[src/verilog/fmr_map.svh]
// Constants of the metering responder: command codes, lengths, byte positions and sizes
`ifndef FMR_MAP_SVH
`define FMR_MAP_SVH

// ==========================================================================
// Command bytes on the link
// ==========================================================================
`define FMR_PREFIX 8'hA5
`define FMR_CODE_CFG_MET 8'hC1
`define FMR_CODE_DAT_MET 8'hD1
`define FMR_CODE_CFG_DEM 8'hC2
`define FMR_CODE_DAT_DEM 8'hD2
`define FMR_CODE_CFG_PEAK 8'hC3
`define FMR_CODE_DAT_PEAK 8'hD3
`define FMR_CODE_ACK 8'hB9

// ==========================================================================
// Length bytes of the data messages
// ==========================================================================
`define FMR_LEN_DAT_MET 8'h54
`define FMR_LEN_DAT_DEM 8'h36

// ==========================================================================
// Byte positions inside a message (index of first byte is zero)
// ==========================================================================
`define FMR_SUM_IDX_CFG_MET 7'h5B
`define FMR_SUM_IDX_CFG_DEM 7'h43
`define FMR_SUM_IDX_DAT_MET 7'h53
`define FMR_SUM_IDX_DAT_DEM 7'h35
`define FMR_LINE_CFG_IDX 7'h4C
`define FMR_CODE_IDX 7'h01

// ==========================================================================
// Status byte and image sizes
// ==========================================================================
`define FMR_STATUS_BIT 4
`define FMR_CFG_MET_BYTES 91
`define FMR_CFG_DEM_BYTES 67
`define FMR_SNAP_BYTES 83
`define FMR_SNAP_BITS 664
`define FMR_DEM_PAD_BITS 240
`define FMR_FIFO_DEPTH 32
`define FMR_FIFO_WIDTH 8

`endif

[src/verilog/fmr_pkg.sv]
// Types shared by the metering responder files
package fmr_pkg;

  // ==========================================================================
  // Sampled metering snapshot, fields sent most significant byte first
  // ==========================================================================
  typedef struct packed {
    logic [31:0] phase_scale;       // IEEE single, phase currents
    logic [31:0] neutral_scale;     // IEEE single, neutral current
    logic [383:0] samples;          // 48 bytes of integer samples
    logic [63:0] time_stamp;        // Time stamp
    logic [119:0] relay_word_banks; // 15 bytes of relay word bits
  } fmr_meter_t;

  // Demand or peak demand values
  typedef struct packed {
    logic [319:0] values;           // Five IEEE doubles IA IB IC IG negative_sequence_current
    logic [63:0] time_stamp;        // Time stamp
  } fmr_demand_t;

  // Generator state
  typedef enum logic [1:0] {
    FMR_IDLE = 2'b00,
    FMR_SEND = 2'b01,
    FMR_DRAIN = 2'b10
  } fmr_state_t;

  // Kind of block in flight
  typedef enum logic [1:0] {
    FMR_KIND_CFG_MET = 2'b00,
    FMR_KIND_DAT_MET = 2'b01,
    FMR_KIND_CFG_DEM = 2'b10,
    FMR_KIND_DAT_DEM = 2'b11
  } fmr_kind_t;

  // One byte waiting between fetch and FIFO
  typedef struct packed {
    logic valid;       // Byte present
    logic from_rom;    // Take the configuration image byte
    logic is_sum;      // Send the running checksum
    logic [7:0] data;  // Byte when neither of the above
  } fmr_stage_t;

endpackage

[src/verilog/fmr_cfg_rom.sv]
// Constant images of the metering and demand configuration blocks
`timescale 1ns/1ps
`include "fmr_map.svh"

module fmr_cfg_rom (
  input wire logic clk_i,
  input wire logic rd_en_i,
  input wire logic dem_mode_i,
  input wire logic [6:0] idx_i,
  output logic [7:0] rd_data_o
);

  // ==========================================================================
  // Metering block image, line configuration byte patched by the caller
  // ==========================================================================
  localparam logic [8*`FMR_CFG_MET_BYTES-1:0] MET_IMG = {
    128'hA5C1_5C01_0002_0604_0E01_000C_003C_0044, // Header, six channels, 14 banks
    80'h4941_0000_0000_0001_0004,                 // IA on phase scale factor
    80'h4942_0000_0000_0001_0004,                 // IB
    80'h4943_0000_0000_0001_0004,                 // IC
    80'h3837_4100_0000_0001_0008,                 // Differential a on neutral scale
    80'h3837_4200_0000_0001_0008,                 // Differential b
    80'h3837_4300_0000_0001_0008,                 // Differential c
    120'h0003_FFFF_FFFF_FFFF_0001_02FF_FFFF_00    // Calc block, then reserved zero
  };

  // Demand block image, command code byte patched by the caller
  localparam logic [8*`FMR_CFG_DEM_BYTES-1:0] DEM_IMG = {
    128'hA5C2_4401_0000_0501_0000_0004_002C_FFFF, // Header, five channels
    80'h4941_0000_0000_02FF_0000,                 // IA
    80'h4942_0000_0000_02FF_0000,                 // IB
    80'h4943_0000_0000_02FF_0000,                 // IC
    80'h4947_0000_0000_02FF_0000,                 // IG
    80'h3349_3200_0000_02FF_0000,                 // Negative sequence current
    8'h00                                         // Reserved zero
  };

  // ==========================================================================
  // Registered read, loads only when the fetch stage advances
  // ==========================================================================
  always_ff @(posedge clk_i) begin
    if (rd_en_i) begin
      if (dem_mode_i) begin
        // Out-of-range index reads zero
        rd_data_o <= (int'(idx_i) < `FMR_CFG_DEM_BYTES) ?
          DEM_IMG[8*(`FMR_CFG_DEM_BYTES-1-int'(idx_i)) +: 8] : 8'h00;
      end else begin
        rd_data_o <= (int'(idx_i) < `FMR_CFG_MET_BYTES) ?
          MET_IMG[8*(`FMR_CFG_MET_BYTES-1-int'(idx_i)) +: 8] : 8'h00;
      end
    end
  end

endmodule // fmr_cfg_rom

[src/verilog/fmr_fifo.sv]
// Byte FIFO with registered output stage for the transmit path
`timescale 1ns/1ps

module fmr_fifo #(
  parameter int WIDTH = 8,
  parameter int DEPTH = 32
) (
  input wire logic clk_i,
  input wire logic rst_i,
  input wire logic in_valid_i,
  input wire logic [WIDTH-1:0] in_data_i,
  output logic in_ready_o,
  output logic out_valid_o,
  output logic [WIDTH-1:0] out_data_o,
  input wire logic out_ready_i
);

  localparam int AW = $clog2(DEPTH);

  // ==========================================================================
  // Elaboration check: pointer wrap needs a power of two
  // ==========================================================================
  if (DEPTH < 2 || (DEPTH & (DEPTH - 1)) != 0 || WIDTH < 1) begin : g_bad
    $error("fmr_fifo needs DEPTH a power of two of at least 2");
  end

  logic [WIDTH-1:0] mem_ff [DEPTH];  // Storage
  logic [AW:0] wptr_ff;              // Write pointer with wrap bit
  logic [AW:0] rptr_ff;              // Read pointer with wrap bit
  logic full;                        // No room
  logic empty;                       // Nothing stored
  logic pop;                         // Move a word to the output register

  assign full = (wptr_ff[AW] != rptr_ff[AW]) && (wptr_ff[AW-1:0] == rptr_ff[AW-1:0]);
  assign empty = (wptr_ff == rptr_ff);
  assign in_ready_o = !full;
  // Output register refills as soon as it empties or is taken
  assign pop = !empty && (!out_valid_o || out_ready_i);

  // ==========================================================================
  // Write side
  // ==========================================================================
  always_ff @(posedge clk_i) begin
    if (rst_i) begin
      wptr_ff <= '0;
    end else if (in_valid_i && !full) begin
      mem_ff[wptr_ff[AW-1:0]] <= in_data_i;
      wptr_ff <= wptr_ff + 1'b1;
    end
  end

  // ==========================================================================
  // Read side, output straight from flops
  // ==========================================================================
  always_ff @(posedge clk_i) begin
    if (rst_i) begin
      rptr_ff <= '0;
      out_valid_o <= 1'b0;
      out_data_o <= '0;
    end else if (pop) begin
      out_data_o <= mem_ff[rptr_ff[AW-1:0]];
      out_valid_o <= 1'b1;
      rptr_ff <= rptr_ff + 1'b1;
    end else if (out_ready_i) begin
      out_valid_o <= 1'b0;
    end
  end

endmodule // fmr_fifo

[src/verilog/fmr_responder.sv]
// Binary metering responder: parses two-byte requests and streams checksummed blocks
`timescale 1ns/1ps
`include "fmr_map.svh"

// Summary of operation
// - Meter config request returns block, length 5C
// - Config header: status, scales, six channels
// - Channel descriptors point scales at 0004/0008
// - Line configuration byte follows phase rotation
// - Currents-only calc, absent offsets are FFFF
// - Phase current indices 00-02, voltages FF
// - Config blocks end reserved zero, checksum
// - Data request returns block, length 54
// - Data block fields in fixed order
// - Samples ordered as quarter-cycle channel sets
// - Demand config requests return length 44
// - Demand config offsets and channel types
// - Demand data: status, five doubles, stamp
// - Status acknowledge clears the status byte
// - Bit 4 set at power-up, settings change
module fmr_responder #(
  parameter int FIFO_DEPTH = `FMR_FIFO_DEPTH
) (
  input wire logic clk_i,
  input wire logic rst_i,
  input wire logic rx_valid_i,
  input wire logic [7:0] rx_data_i,
  input wire logic phase_rotation_setting_i,
  input wire logic settings_changed_i,
  input wire fmr_pkg::fmr_meter_t meter_i,
  input wire fmr_pkg::fmr_demand_t demand_i,
  input wire fmr_pkg::fmr_demand_t peak_i,
  output logic tx_valid_o,
  output logic [7:0] tx_data_o,
  input wire logic tx_ready_i,
  output logic busy_o,
  output logic settings_changed_flag_o
);

  // ==========================================================================
  // Elaboration check
  // ==========================================================================
  if (FIFO_DEPTH < 2) begin : g_bad
    $error("fmr_responder needs FIFO_DEPTH of at least 2");
  end

  // ==========================================================================
  // Declarations
  // ==========================================================================
  logic prefix_seen_ff;                       // Last byte was the prefix
  logic second_byte;                          // Current byte completes a request
  logic start_req;                            // Block request taken
  logic ack_req;                              // Status acknowledge taken
  logic known_block;                          // Code names a block
  fmr_pkg::fmr_kind_t req_kind;               // Kind decoded from the code
  fmr_pkg::fmr_state_t state_ff;              // Generator state
  fmr_pkg::fmr_state_t nxt_state;             // Next generator state
  fmr_pkg::fmr_kind_t kind_ff;                // Block in flight
  logic [7:0] code_ff;                        // Second command byte in flight
  logic [6:0] idx_ff;                         // Byte index being fetched
  logic [6:0] sum_idx;                        // Index of the checksum byte
  logic [`FMR_SNAP_BITS-1:0] snap_ff;         // Frozen data message
  logic [7:0] snap_byte;                      // Snapshot byte at idx_ff
  logic [7:0] status_byte;                    // Status byte as sent
  logic [7:0] sum_ff;                         // Running checksum
  logic flag_ff;                              // Settings changed flag
  logic busy_ff;                              // Block in progress
  fmr_pkg::fmr_stage_t stage_ff;              // Byte waiting for the FIFO
  fmr_pkg::fmr_stage_t nxt_stage;             // Byte fetched this cycle
  logic advance;                              // Fetch stage moves on
  logic push;                                 // Byte enters the FIFO
  logic [7:0] push_data;                      // Byte entering the FIFO
  logic fifo_in_ready;                        // FIFO has room
  logic [7:0] rom_data;                       // Registered image byte

  // ==========================================================================
  // Request parser
  // ==========================================================================
  assign second_byte = rx_valid_i && prefix_seen_ff;

  // Prefix tracker; a repeated prefix restarts the pair
  always_ff @(posedge clk_i) begin
    if (rst_i) begin
      prefix_seen_ff <= 1'b0;
    end else if (rx_valid_i) begin
      prefix_seen_ff <= (rx_data_i == `FMR_PREFIX);
    end
  end

  // Code to block kind
  always_comb begin
    known_block = 1'b1;
    req_kind = fmr_pkg::FMR_KIND_CFG_MET;
    case (rx_data_i)
      `FMR_CODE_CFG_MET: begin
        req_kind = fmr_pkg::FMR_KIND_CFG_MET;
      end
      `FMR_CODE_DAT_MET: begin
        req_kind = fmr_pkg::FMR_KIND_DAT_MET;
      end
      `FMR_CODE_CFG_DEM, `FMR_CODE_CFG_PEAK: begin
        req_kind = fmr_pkg::FMR_KIND_CFG_DEM;
      end
      `FMR_CODE_DAT_DEM, `FMR_CODE_DAT_PEAK: begin
        req_kind = fmr_pkg::FMR_KIND_DAT_DEM;
      end
      default: begin
        known_block = 1'b0;                    // Unknown or acknowledge
      end
    endcase
  end

  // Block requests arriving mid-block are dropped, not queued
  assign start_req = second_byte && known_block && (state_ff == fmr_pkg::FMR_IDLE);
  // Acknowledge is honoured even while a block is going out
  assign ack_req = second_byte && (rx_data_i == `FMR_CODE_ACK);

  // ==========================================================================
  // Settings changed flag
  // ==========================================================================
  // Set wins over acknowledge so a change in the same cycle is not lost
  always_ff @(posedge clk_i) begin
    if (rst_i) begin
      flag_ff <= 1'b1;            // Set at power-up
    end else if (settings_changed_i) begin
      flag_ff <= 1'b1;
    end else if (ack_req) begin
      flag_ff <= 1'b0;
    end
  end

  // Only bit 4 is ever active
  always_comb begin
    status_byte = 8'h00;
    status_byte[`FMR_STATUS_BIT] = flag_ff;
  end

  // ==========================================================================
  // Snapshot of the data message at request time
  // ==========================================================================
  // Freezing the data keeps one block self-consistent while sources move
  always_ff @(posedge clk_i) begin
    if (rst_i) begin
      snap_ff <= '0;
    end else if (start_req) begin
      if (req_kind == fmr_pkg::FMR_KIND_DAT_MET) begin
        // Command, length, status, scales, samples, stamp, relay words
        snap_ff <= {`FMR_PREFIX, rx_data_i, `FMR_LEN_DAT_MET, status_byte, meter_i};
      end else if (rx_data_i == `FMR_CODE_DAT_PEAK) begin
        // Five doubles, stamp, reserved zero
        snap_ff <= {`FMR_PREFIX, rx_data_i, `FMR_LEN_DAT_DEM, status_byte, peak_i, 8'h00,
                    {`FMR_DEM_PAD_BITS{1'b0}}};
      end else begin
        snap_ff <= {`FMR_PREFIX, rx_data_i, `FMR_LEN_DAT_DEM, status_byte, demand_i, 8'h00,
                    {`FMR_DEM_PAD_BITS{1'b0}}};
      end
    end
  end

  // Byte selected by index, most significant byte first
  assign snap_byte = (int'(idx_ff) < `FMR_SNAP_BYTES) ?
    snap_ff[8*(`FMR_SNAP_BYTES-1-int'(idx_ff)) +: 8] : 8'h00;

  // ==========================================================================
  // Block control
  // ==========================================================================
  // Checksum position per kind
  always_comb begin
    case (kind_ff)
      fmr_pkg::FMR_KIND_CFG_MET: sum_idx = `FMR_SUM_IDX_CFG_MET;
      fmr_pkg::FMR_KIND_DAT_MET: sum_idx = `FMR_SUM_IDX_DAT_MET;
      fmr_pkg::FMR_KIND_CFG_DEM: sum_idx = `FMR_SUM_IDX_CFG_DEM;
      fmr_pkg::FMR_KIND_DAT_DEM: sum_idx = `FMR_SUM_IDX_DAT_DEM;
      default: sum_idx = `FMR_SUM_IDX_CFG_MET;
    endcase
  end

  // Fetch only when the waiting byte is gone or leaves now
  assign advance = (state_ff == fmr_pkg::FMR_SEND) && (!stage_ff.valid || fifo_in_ready);
  assign push = stage_ff.valid && fifo_in_ready;

  // Next state
  always_comb begin
    nxt_state = state_ff;
    case (state_ff)
      fmr_pkg::FMR_IDLE: begin
        if (start_req) begin
          nxt_state = fmr_pkg::FMR_SEND;
        end
      end
      fmr_pkg::FMR_SEND: begin
        // Checksum fetched: wait for it to leave
        if (advance && (idx_ff == sum_idx)) begin
          nxt_state = fmr_pkg::FMR_DRAIN;
        end
      end
      fmr_pkg::FMR_DRAIN: begin
        if (push) begin
          nxt_state = fmr_pkg::FMR_IDLE;
        end
      end
      default: begin
        nxt_state = fmr_pkg::FMR_IDLE;
      end
    endcase
  end

  // State register
  always_ff @(posedge clk_i) begin
    if (rst_i) begin
      state_ff <= fmr_pkg::FMR_IDLE;
    end else begin
      state_ff <= nxt_state;
    end
  end

  // Busy output, registered copy of the next state
  always_ff @(posedge clk_i) begin
    if (rst_i) begin
      busy_ff <= 1'b0;
    end else begin
      busy_ff <= (nxt_state != fmr_pkg::FMR_IDLE);
    end
  end

  // Kind and code of the block in flight
  always_ff @(posedge clk_i) begin
    if (rst_i) begin
      kind_ff <= fmr_pkg::FMR_KIND_CFG_MET;
      code_ff <= 8'h00;
    end else if (start_req) begin
      kind_ff <= req_kind;
      code_ff <= rx_data_i;
    end
  end

  // Byte index
  always_ff @(posedge clk_i) begin
    if (rst_i) begin
      idx_ff <= 7'h00;
    end else if (start_req) begin
      idx_ff <= 7'h00;
    end else if (advance) begin
      idx_ff <= idx_ff + 7'h01;
    end
  end

  // ==========================================================================
  // Byte fetch
  // ==========================================================================
  always_comb begin
    nxt_stage.valid = 1'b1;
    nxt_stage.from_rom = 1'b0;
    nxt_stage.is_sum = 1'b0;
    nxt_stage.data = snap_byte;
    if (idx_ff == sum_idx) begin
      nxt_stage.is_sum = 1'b1;
    end else begin
      case (kind_ff)
        fmr_pkg::FMR_KIND_CFG_MET: begin
          if (idx_ff == `FMR_LINE_CFG_IDX) begin
            nxt_stage.data = {7'h00, phase_rotation_setting_i};  // 00 ABC, 01 ACB
          end else begin
            nxt_stage.from_rom = 1'b1;
          end
        end
        fmr_pkg::FMR_KIND_CFG_DEM: begin
          if (idx_ff == `FMR_CODE_IDX) begin
            nxt_stage.data = code_ff;                            // Echo demand or peak code
          end else begin
            nxt_stage.from_rom = 1'b1;
          end
        end
        default: begin
          nxt_stage.data = snap_byte;
        end
      endcase
    end
  end

  // Waiting byte; held while the FIFO is full
  always_ff @(posedge clk_i) begin
    if (rst_i) begin
      stage_ff <= '0;
    end else if (advance) begin
      stage_ff <= nxt_stage;
    end else if (push) begin
      stage_ff.valid <= 1'b0;
    end
  end

  // Image store, shares the fetch timing of the waiting byte
  fmr_cfg_rom u_rom (
    .clk_i(clk_i),
    .rd_en_i(advance),
    .dem_mode_i(kind_ff == fmr_pkg::FMR_KIND_CFG_DEM),
    .idx_i(idx_ff),
    .rd_data_o(rom_data)
  );

  // ==========================================================================
  // Checksum
  // ==========================================================================
  assign push_data = stage_ff.is_sum ? sum_ff : (stage_ff.from_rom ? rom_data : stage_ff.data);

  // Byte sum modulo 256 of everything pushed before the checksum
  always_ff @(posedge clk_i) begin
    if (rst_i) begin
      sum_ff <= 8'h00;
    end else if (start_req) begin
      sum_ff <= 8'h00;
    end else if (push && !stage_ff.is_sum) begin
      sum_ff <= sum_ff + push_data;  // Carry dropped on purpose
    end
  end

  // ==========================================================================
  // Transmit FIFO
  // ==========================================================================
  // Stalls the fetch stage when the link side is slow
  fmr_fifo #(
    .WIDTH(`FMR_FIFO_WIDTH),
    .DEPTH(FIFO_DEPTH)
  ) u_fifo (
    .clk_i(clk_i),
    .rst_i(rst_i),
    .in_valid_i(push),
    .in_data_i(push_data),
    .in_ready_o(fifo_in_ready),
    .out_valid_o(tx_valid_o),
    .out_data_o(tx_data_o),
    .out_ready_i(tx_ready_i)
  );

  // ==========================================================================
  // Outputs
  // ==========================================================================
  assign busy_o = busy_ff;
  assign settings_changed_flag_o = flag_ff;

endmodule // fmr_responder

[config.mk]
export PLATFORM = sky130hd
export DESIGN_NAME = fmr_responder
export DESIGN_NICKNAME = d
export VERILOG_FILES = /design/src/verilog/fmr_pkg.sv /design/src/verilog/fmr_cfg_rom.sv /design/src/verilog/fmr_fifo.sv /design/src/verilog/fmr_responder.sv
export VERILOG_INCLUDE_DIRS = /design/src /design/src/verilog
export SDC_FILE = /design/constraint.sdc
export NUM_CORES = 2
export LEC_CHECK = 0
export ABC_AREA = 1
export BUFFER_PORTS_ARGS = -buffer_cell sky130_fd_sc_hd__buf_2
export CAP_MARGIN = 20
export CORE_AREA = 8 8 550 552
export DETAILED_ROUTE_END_ITERATION = 10
export DIE_AREA = 0 0 558 560
export SLEW_MARGIN = 20
export SYNTH_ARGS = -nofsm -noshare
export SYNTH_HDL_FRONTEND = slang
export SYNTH_HIERARCHICAL = 1
export SYNTH_SLANG_ARGS = --single-unit
[constraint.sdc]
create_clock -name clk_i -period 4.27 [get_ports clk_i]
set_input_delay 0.854 -clock clk_i [delete_from_list [all_inputs] [get_ports clk_i]]
set_output_delay 0.854 -clock clk_i [all_outputs]
set_load 0.03 [all_outputs]
==> results_tabular.tex <==
\begin{tabular}{lr}
\hline
Metric & Value \\
\hline
\multicolumn{2}{l}{\textbf{Global route}} \\
Overall Global Routing Usage & approximately a quarter \\
Largest net degree at the start of global routing & between 150 and 200 \\
Antenna violations before repair & approximately 480 \\
Wire length of the first global-routing pass & 532 mm \\
Via count of the first global-routing pass & roughly 52000 \\
Total gr overflow & 0 \\
\multicolumn{2}{l}{\textbf{Layout}} \\
Post-Route Utilization & a little under a quarter \\
Fill cell count & roughly 33000 \\
Register cell area after layout & between 20000 and 25000 um2 \\
Net count, final & between 8000 and 9000 \\
Layout area overhead & 32.8\% \\
Fraction of layout cells with a size suffix above 1 & 27.1\% \\
Multi-input gate area & roughly 25000 um2 \\
\multicolumn{2}{l}{\textbf{Synth}} \\
Netlist area before placement & 50300 um2 \\
Total nets after synthesis & 7616 \\
Syn Area/Cell & 8.13 um2 \\
Number of warnings reported in the yosys synthesis log & 6 \\
Share of async-settable or async-resettable flops after synthesis & 0\% \\
Top FF cell, synth & sky130\_fd\_sc\_hd\_\_dfxtp\_1 \\
Cell count after synthesis & just over 6000 \\
Fraction of the yosys area taken by sequential cells & 43.6\% \\
Post-synthesis register bit count & slightly below 1000 \\
Number of different library cells in the post-synthesis netlist & 65 \\
Number of enable flip-flop cells after synthesis & 264 \\
\multicolumn{2}{l}{\textbf{Timing}} \\
Measured slew at the worst slew-check pin & 1250 ps \\
Maximum operating frequency & about 0.27 GHz \\
Slew Limit Headroom & between 15 and 20\% \\
Number of pins exceeding their max-slew limit in the final report & 0 \\
Final worst path period need & 3720 ps \\
Least setup slack across all paths after layout & between 500 and 600 ps \\
Final setup violation count & 0 \\
Sum Neg Setup Slack & 0 ps \\
Portion of the clock cycle consumed by the worst path in the final layout & between 80\% and 90\% \\
Setup repair after global routing missed its margin & false \\
Post-Route Skew & between 90 and 100 ps \\
Number of hold-slack violations in the final timing report & 0 \\
\multicolumn{2}{l}{\textbf{Min path}} \\
Class of the tightest hold or removal check & in2reg \\
\multicolumn{2}{l}{\textbf{Place}} \\
Number of buffers added on ports & between 1000 and 1500 \\
Worst slack at placement & between 600 and 700 ps \\
Total half-perimeter wirelength after legalization and detailed placement & 350 mm \\
Weighted congestion at the end of routability-driven global placement & about 1 \\
\multicolumn{2}{l}{\textbf{Critical path}} \\
Critical path cell sequence & inv\_1, ha\_4, buf\_12, o21ai\_0, o21ai\_0, a221oi\_1, nand2\_1, nand2\_1, nand2\_1, nand3\_1, nor2\_1, nor2\_1, nor2\_1 \\
Maximum cell stage delay along the critical path & between 800 and 900 ps \\
Data required time at the worst endpoint & approximately 5000 ps \\
Endpoint type of the worst setup path & register \\
Critical Path Slowest Stage Cell & sky130\_fd\_sc\_hd\_\_o21ai\_0 \\
Setup slack on the worst flop-to-flop path & 550 ps \\
Worst endpoint data arrival time & between 4000 and 5000 ps \\
Max FO, Critical Path & 93 \\
Sort of element at the start of the critical path & register \\
Setup Crit Path Kind & reg2reg \\
\multicolumn{2}{l}{\textbf{Clock tree}} \\
Number of buffers inserted for hold repair after clock tree synthesis & 0 \\
Number of clock buffers inserted by TritonCTS & between 100 and 150 \\
Clock tree from TritonCTS & done \\
Post\_cts resized & 0 \\
Clock transition time at the flip-flop clock pins of the worst setup and hold paths & 60 ps \\
Total number of H-tree levels & 3 \\
Clock root buffer & sky130\_fd\_sc\_hd\_\_clkbuf\_16 \\
Buffers inserted during post-CTS setup optimization & 0 \\
Clock latency on the worst-skew pair & around 870 ps \\
Max Buffers Root-to-Sink & 4 \\
Sink Count & 962 \\
\multicolumn{2}{l}{\textbf{Drt}} \\
Router iterations before antenna repair & 8 \\
Average routed wire per standard cell & 35.8 um \\
Vias post-DR & roughly 56000 \\
1st-iter DRT viols & $\sim$6600 \\
Detail-routed via count per cell & 4.76 \\
DRT Wirelength & about 420 mm \\
Number of remaining DRC errors & 0 \\
Remaining antenna violation count after routing & 4 \\
\multicolumn{2}{l}{\textbf{Power and ir drop}} \\
Max VDD drop & 0.423 mV \\
Static leakage & between 20 and 30 nW \\
PD cells & roughly 340 nW/um2 \\
\multicolumn{2}{l}{\textbf{Die}} \\
Number of placed I/O pins & 1425 \\
\# rows & 199 \\
Core footprint & 293000 um2 \\
Total die area & between 300000 and 400000 um2 \\
Die Wd & 558 um \\
Initial Util & 17.2\% \\
Die Y-Extent & between 500 and 600 um \\
\multicolumn{2}{l}{\textbf{Flow run}} \\
\# Max-Cap Violations & 0 \\
\multicolumn{2}{l}{\textbf{Run status}} \\
Violated checks & antenna rules \\
Status & finished with violations \\
\hline
\end{tabular}
[power by group]
part           switching [mW]  internal, mW
Combinational            1.89         0.974
Sequential             0.0383          9.36
Clock                    4.47          6.04
Total                    6.40          16.4
[flip-flops by register name, indices dropped and copies added (netlist names), 2 cells and up]
name	flops
snap_ff	637
u_fifo/mem_ff	256
stage_ff	11
sum_ff	8
u_fifo/out_data_o	8
u_rom/rd_data_o	8
code_ff	7
idx_ff	7
u_fifo/rptr_ff	6
u_fifo/wptr_ff	6
kind_ff	2
state_ff	2
[layer usage]
metal  share of wire, %  global-route usage [%]  vias up  routed length (um)
met3                 10                    8.24     1053               42700
met2                 46                    42.2     3504              195000
li1                   -                       -    24600                   -
met1                 37                    29.5    26900              156000
met4                6.6                    13.7      148               28000
met5               0.33                       0        -                1390
[cell usage after synthesis (all sizes together) (14+ instances only)]
master  number  area, um2
mux2       238       2680
xor2        14        164
dfxtp      698      14000
mux2i      140       1400
ha          16        200
edfxtp     264       7930
a21oi      257       1320
a22o        27        236
o21ai      687       3450
o22ai       33        206
inv        363       1370
nand4       21        138
a32o       138       1380
nor2       409       1590
nand2     1190       4600
o211ai     151       1130
buf        315       1770
clkbuf     205        769
nand3      702       3560
a31oi       51        319
o221ai      56        490
a22oi      156       1170
[critical path, delay by kind of cell, from the launching register on]
family	cells	cell delay (ps)
adder cells (fa/ha/maj)	1	390
buffers and inverters	2	440
flip-flops	1	520
AND/OR/NAND/NOR	7	740
AO/OA/AOI/OAI	3	1290
[layout make-up]
| type | count | share of cell area (%) |
|---|---|---|
| Antenna cell | 407 | 1.53 |
| Clock buffer | 169 | 5.15 |
| Clock inverter | 52 | 0.804 |
| Inverter | 367 | 2.15 |
| Multi-Input combinational cell | 4336 | 36.7 |
| Sequential cell | 962 | 32.8 |
| Tap cell | 3919 | 7.35 |
| Timing Repair Buffer | 1596 | 13.5 |
[per-stage QoR]
stage / instance area, um2 / hold WS [ps] / instances / total power [mW]
after global placement: 61700 / 431 / 11200 / 12.4
final: 66700 / 173 / 11800 / 22.8
after CTS: 65700 / 90.6 / 11400 / 23.0
after global routing: 66300 / 142 / 11600 / 23.5
after detailed placement: 61700 / 436 / 11200 / 12.4
after floorplan: 50300 / 420 / 6185 / 11.1
[path summary, 6_finish.rpt]
check                       startpoint                                    to  cells after the start
max             idx_ff[1]$_SDFFE_PP0P_              stage_ff[7]$_SDFFE_PP0P_                     13
min                 settings_changed_i  settings_changed_flag_o$_SDFFE_PP1P_                      3
max reg2reg     idx_ff[1]$_SDFFE_PP0P_              stage_ff[7]$_SDFFE_PP0P_                     13
min reg2reg  snap_ff[464]$_SDFFE_PP0P_             snap_ff[464]$_SDFFE_PP0P_                      2
[placed cells by master, fill, tap and decap left out, types with 121 or more instances in the layout]
cell | Yosys | final
sky130_fd_sc_hd__edfxtp_1 | 264 | 264
sky130_fd_sc_hd__inv_1 | 337 | 334
sky130_fd_sc_hd__clkbuf_16 | 0 | 121
sky130_fd_sc_hd__o21ai_1 | 117 | 125
sky130_fd_sc_hd__nor2_1 | 400 | 400
sky130_fd_sc_hd__diode_2 | 0 | 407
sky130_fd_sc_hd__a21oi_1 | 247 | 247
sky130_fd_sc_hd__o211ai_1 | 151 | 151
sky130_fd_sc_hd__buf_4 | 39 | 128
sky130_fd_sc_hd__mux2_2 | 132 | 132
sky130_fd_sc_hd__nand3_1 | 693 | 693
sky130_fd_sc_hd__a32o_1 | 138 | 138
sky130_fd_sc_hd__dfxtp_1 | 698 | 696
sky130_fd_sc_hd__mux2i_1 | 140 | 140
sky130_fd_sc_hd__nand2_1 | 1166 | 1163
sky130_fd_sc_hd__o21ai_0 | 567 | 558
sky130_fd_sc_hd__buf_2 | 234 | 1423
sky130_fd_sc_hd__a22oi_1 | 156 | 156
[logic make-up after synthesis]
group / count (synthesis) / share of synthesized area (%)
AO/OA/AOI/OAI: 1583 / 19.8
XOR/XNOR: 17 / 0.378
adder cells (fa/ha/maj): 17 / 0.438
buffers and inverters: 887 / 7.80
flip-flops: 962 / 43.6
multiplexers: 378 / 8.12
AND/OR/NAND/NOR: 2341 / 19.9
Power figures use the tool's default switching activity.
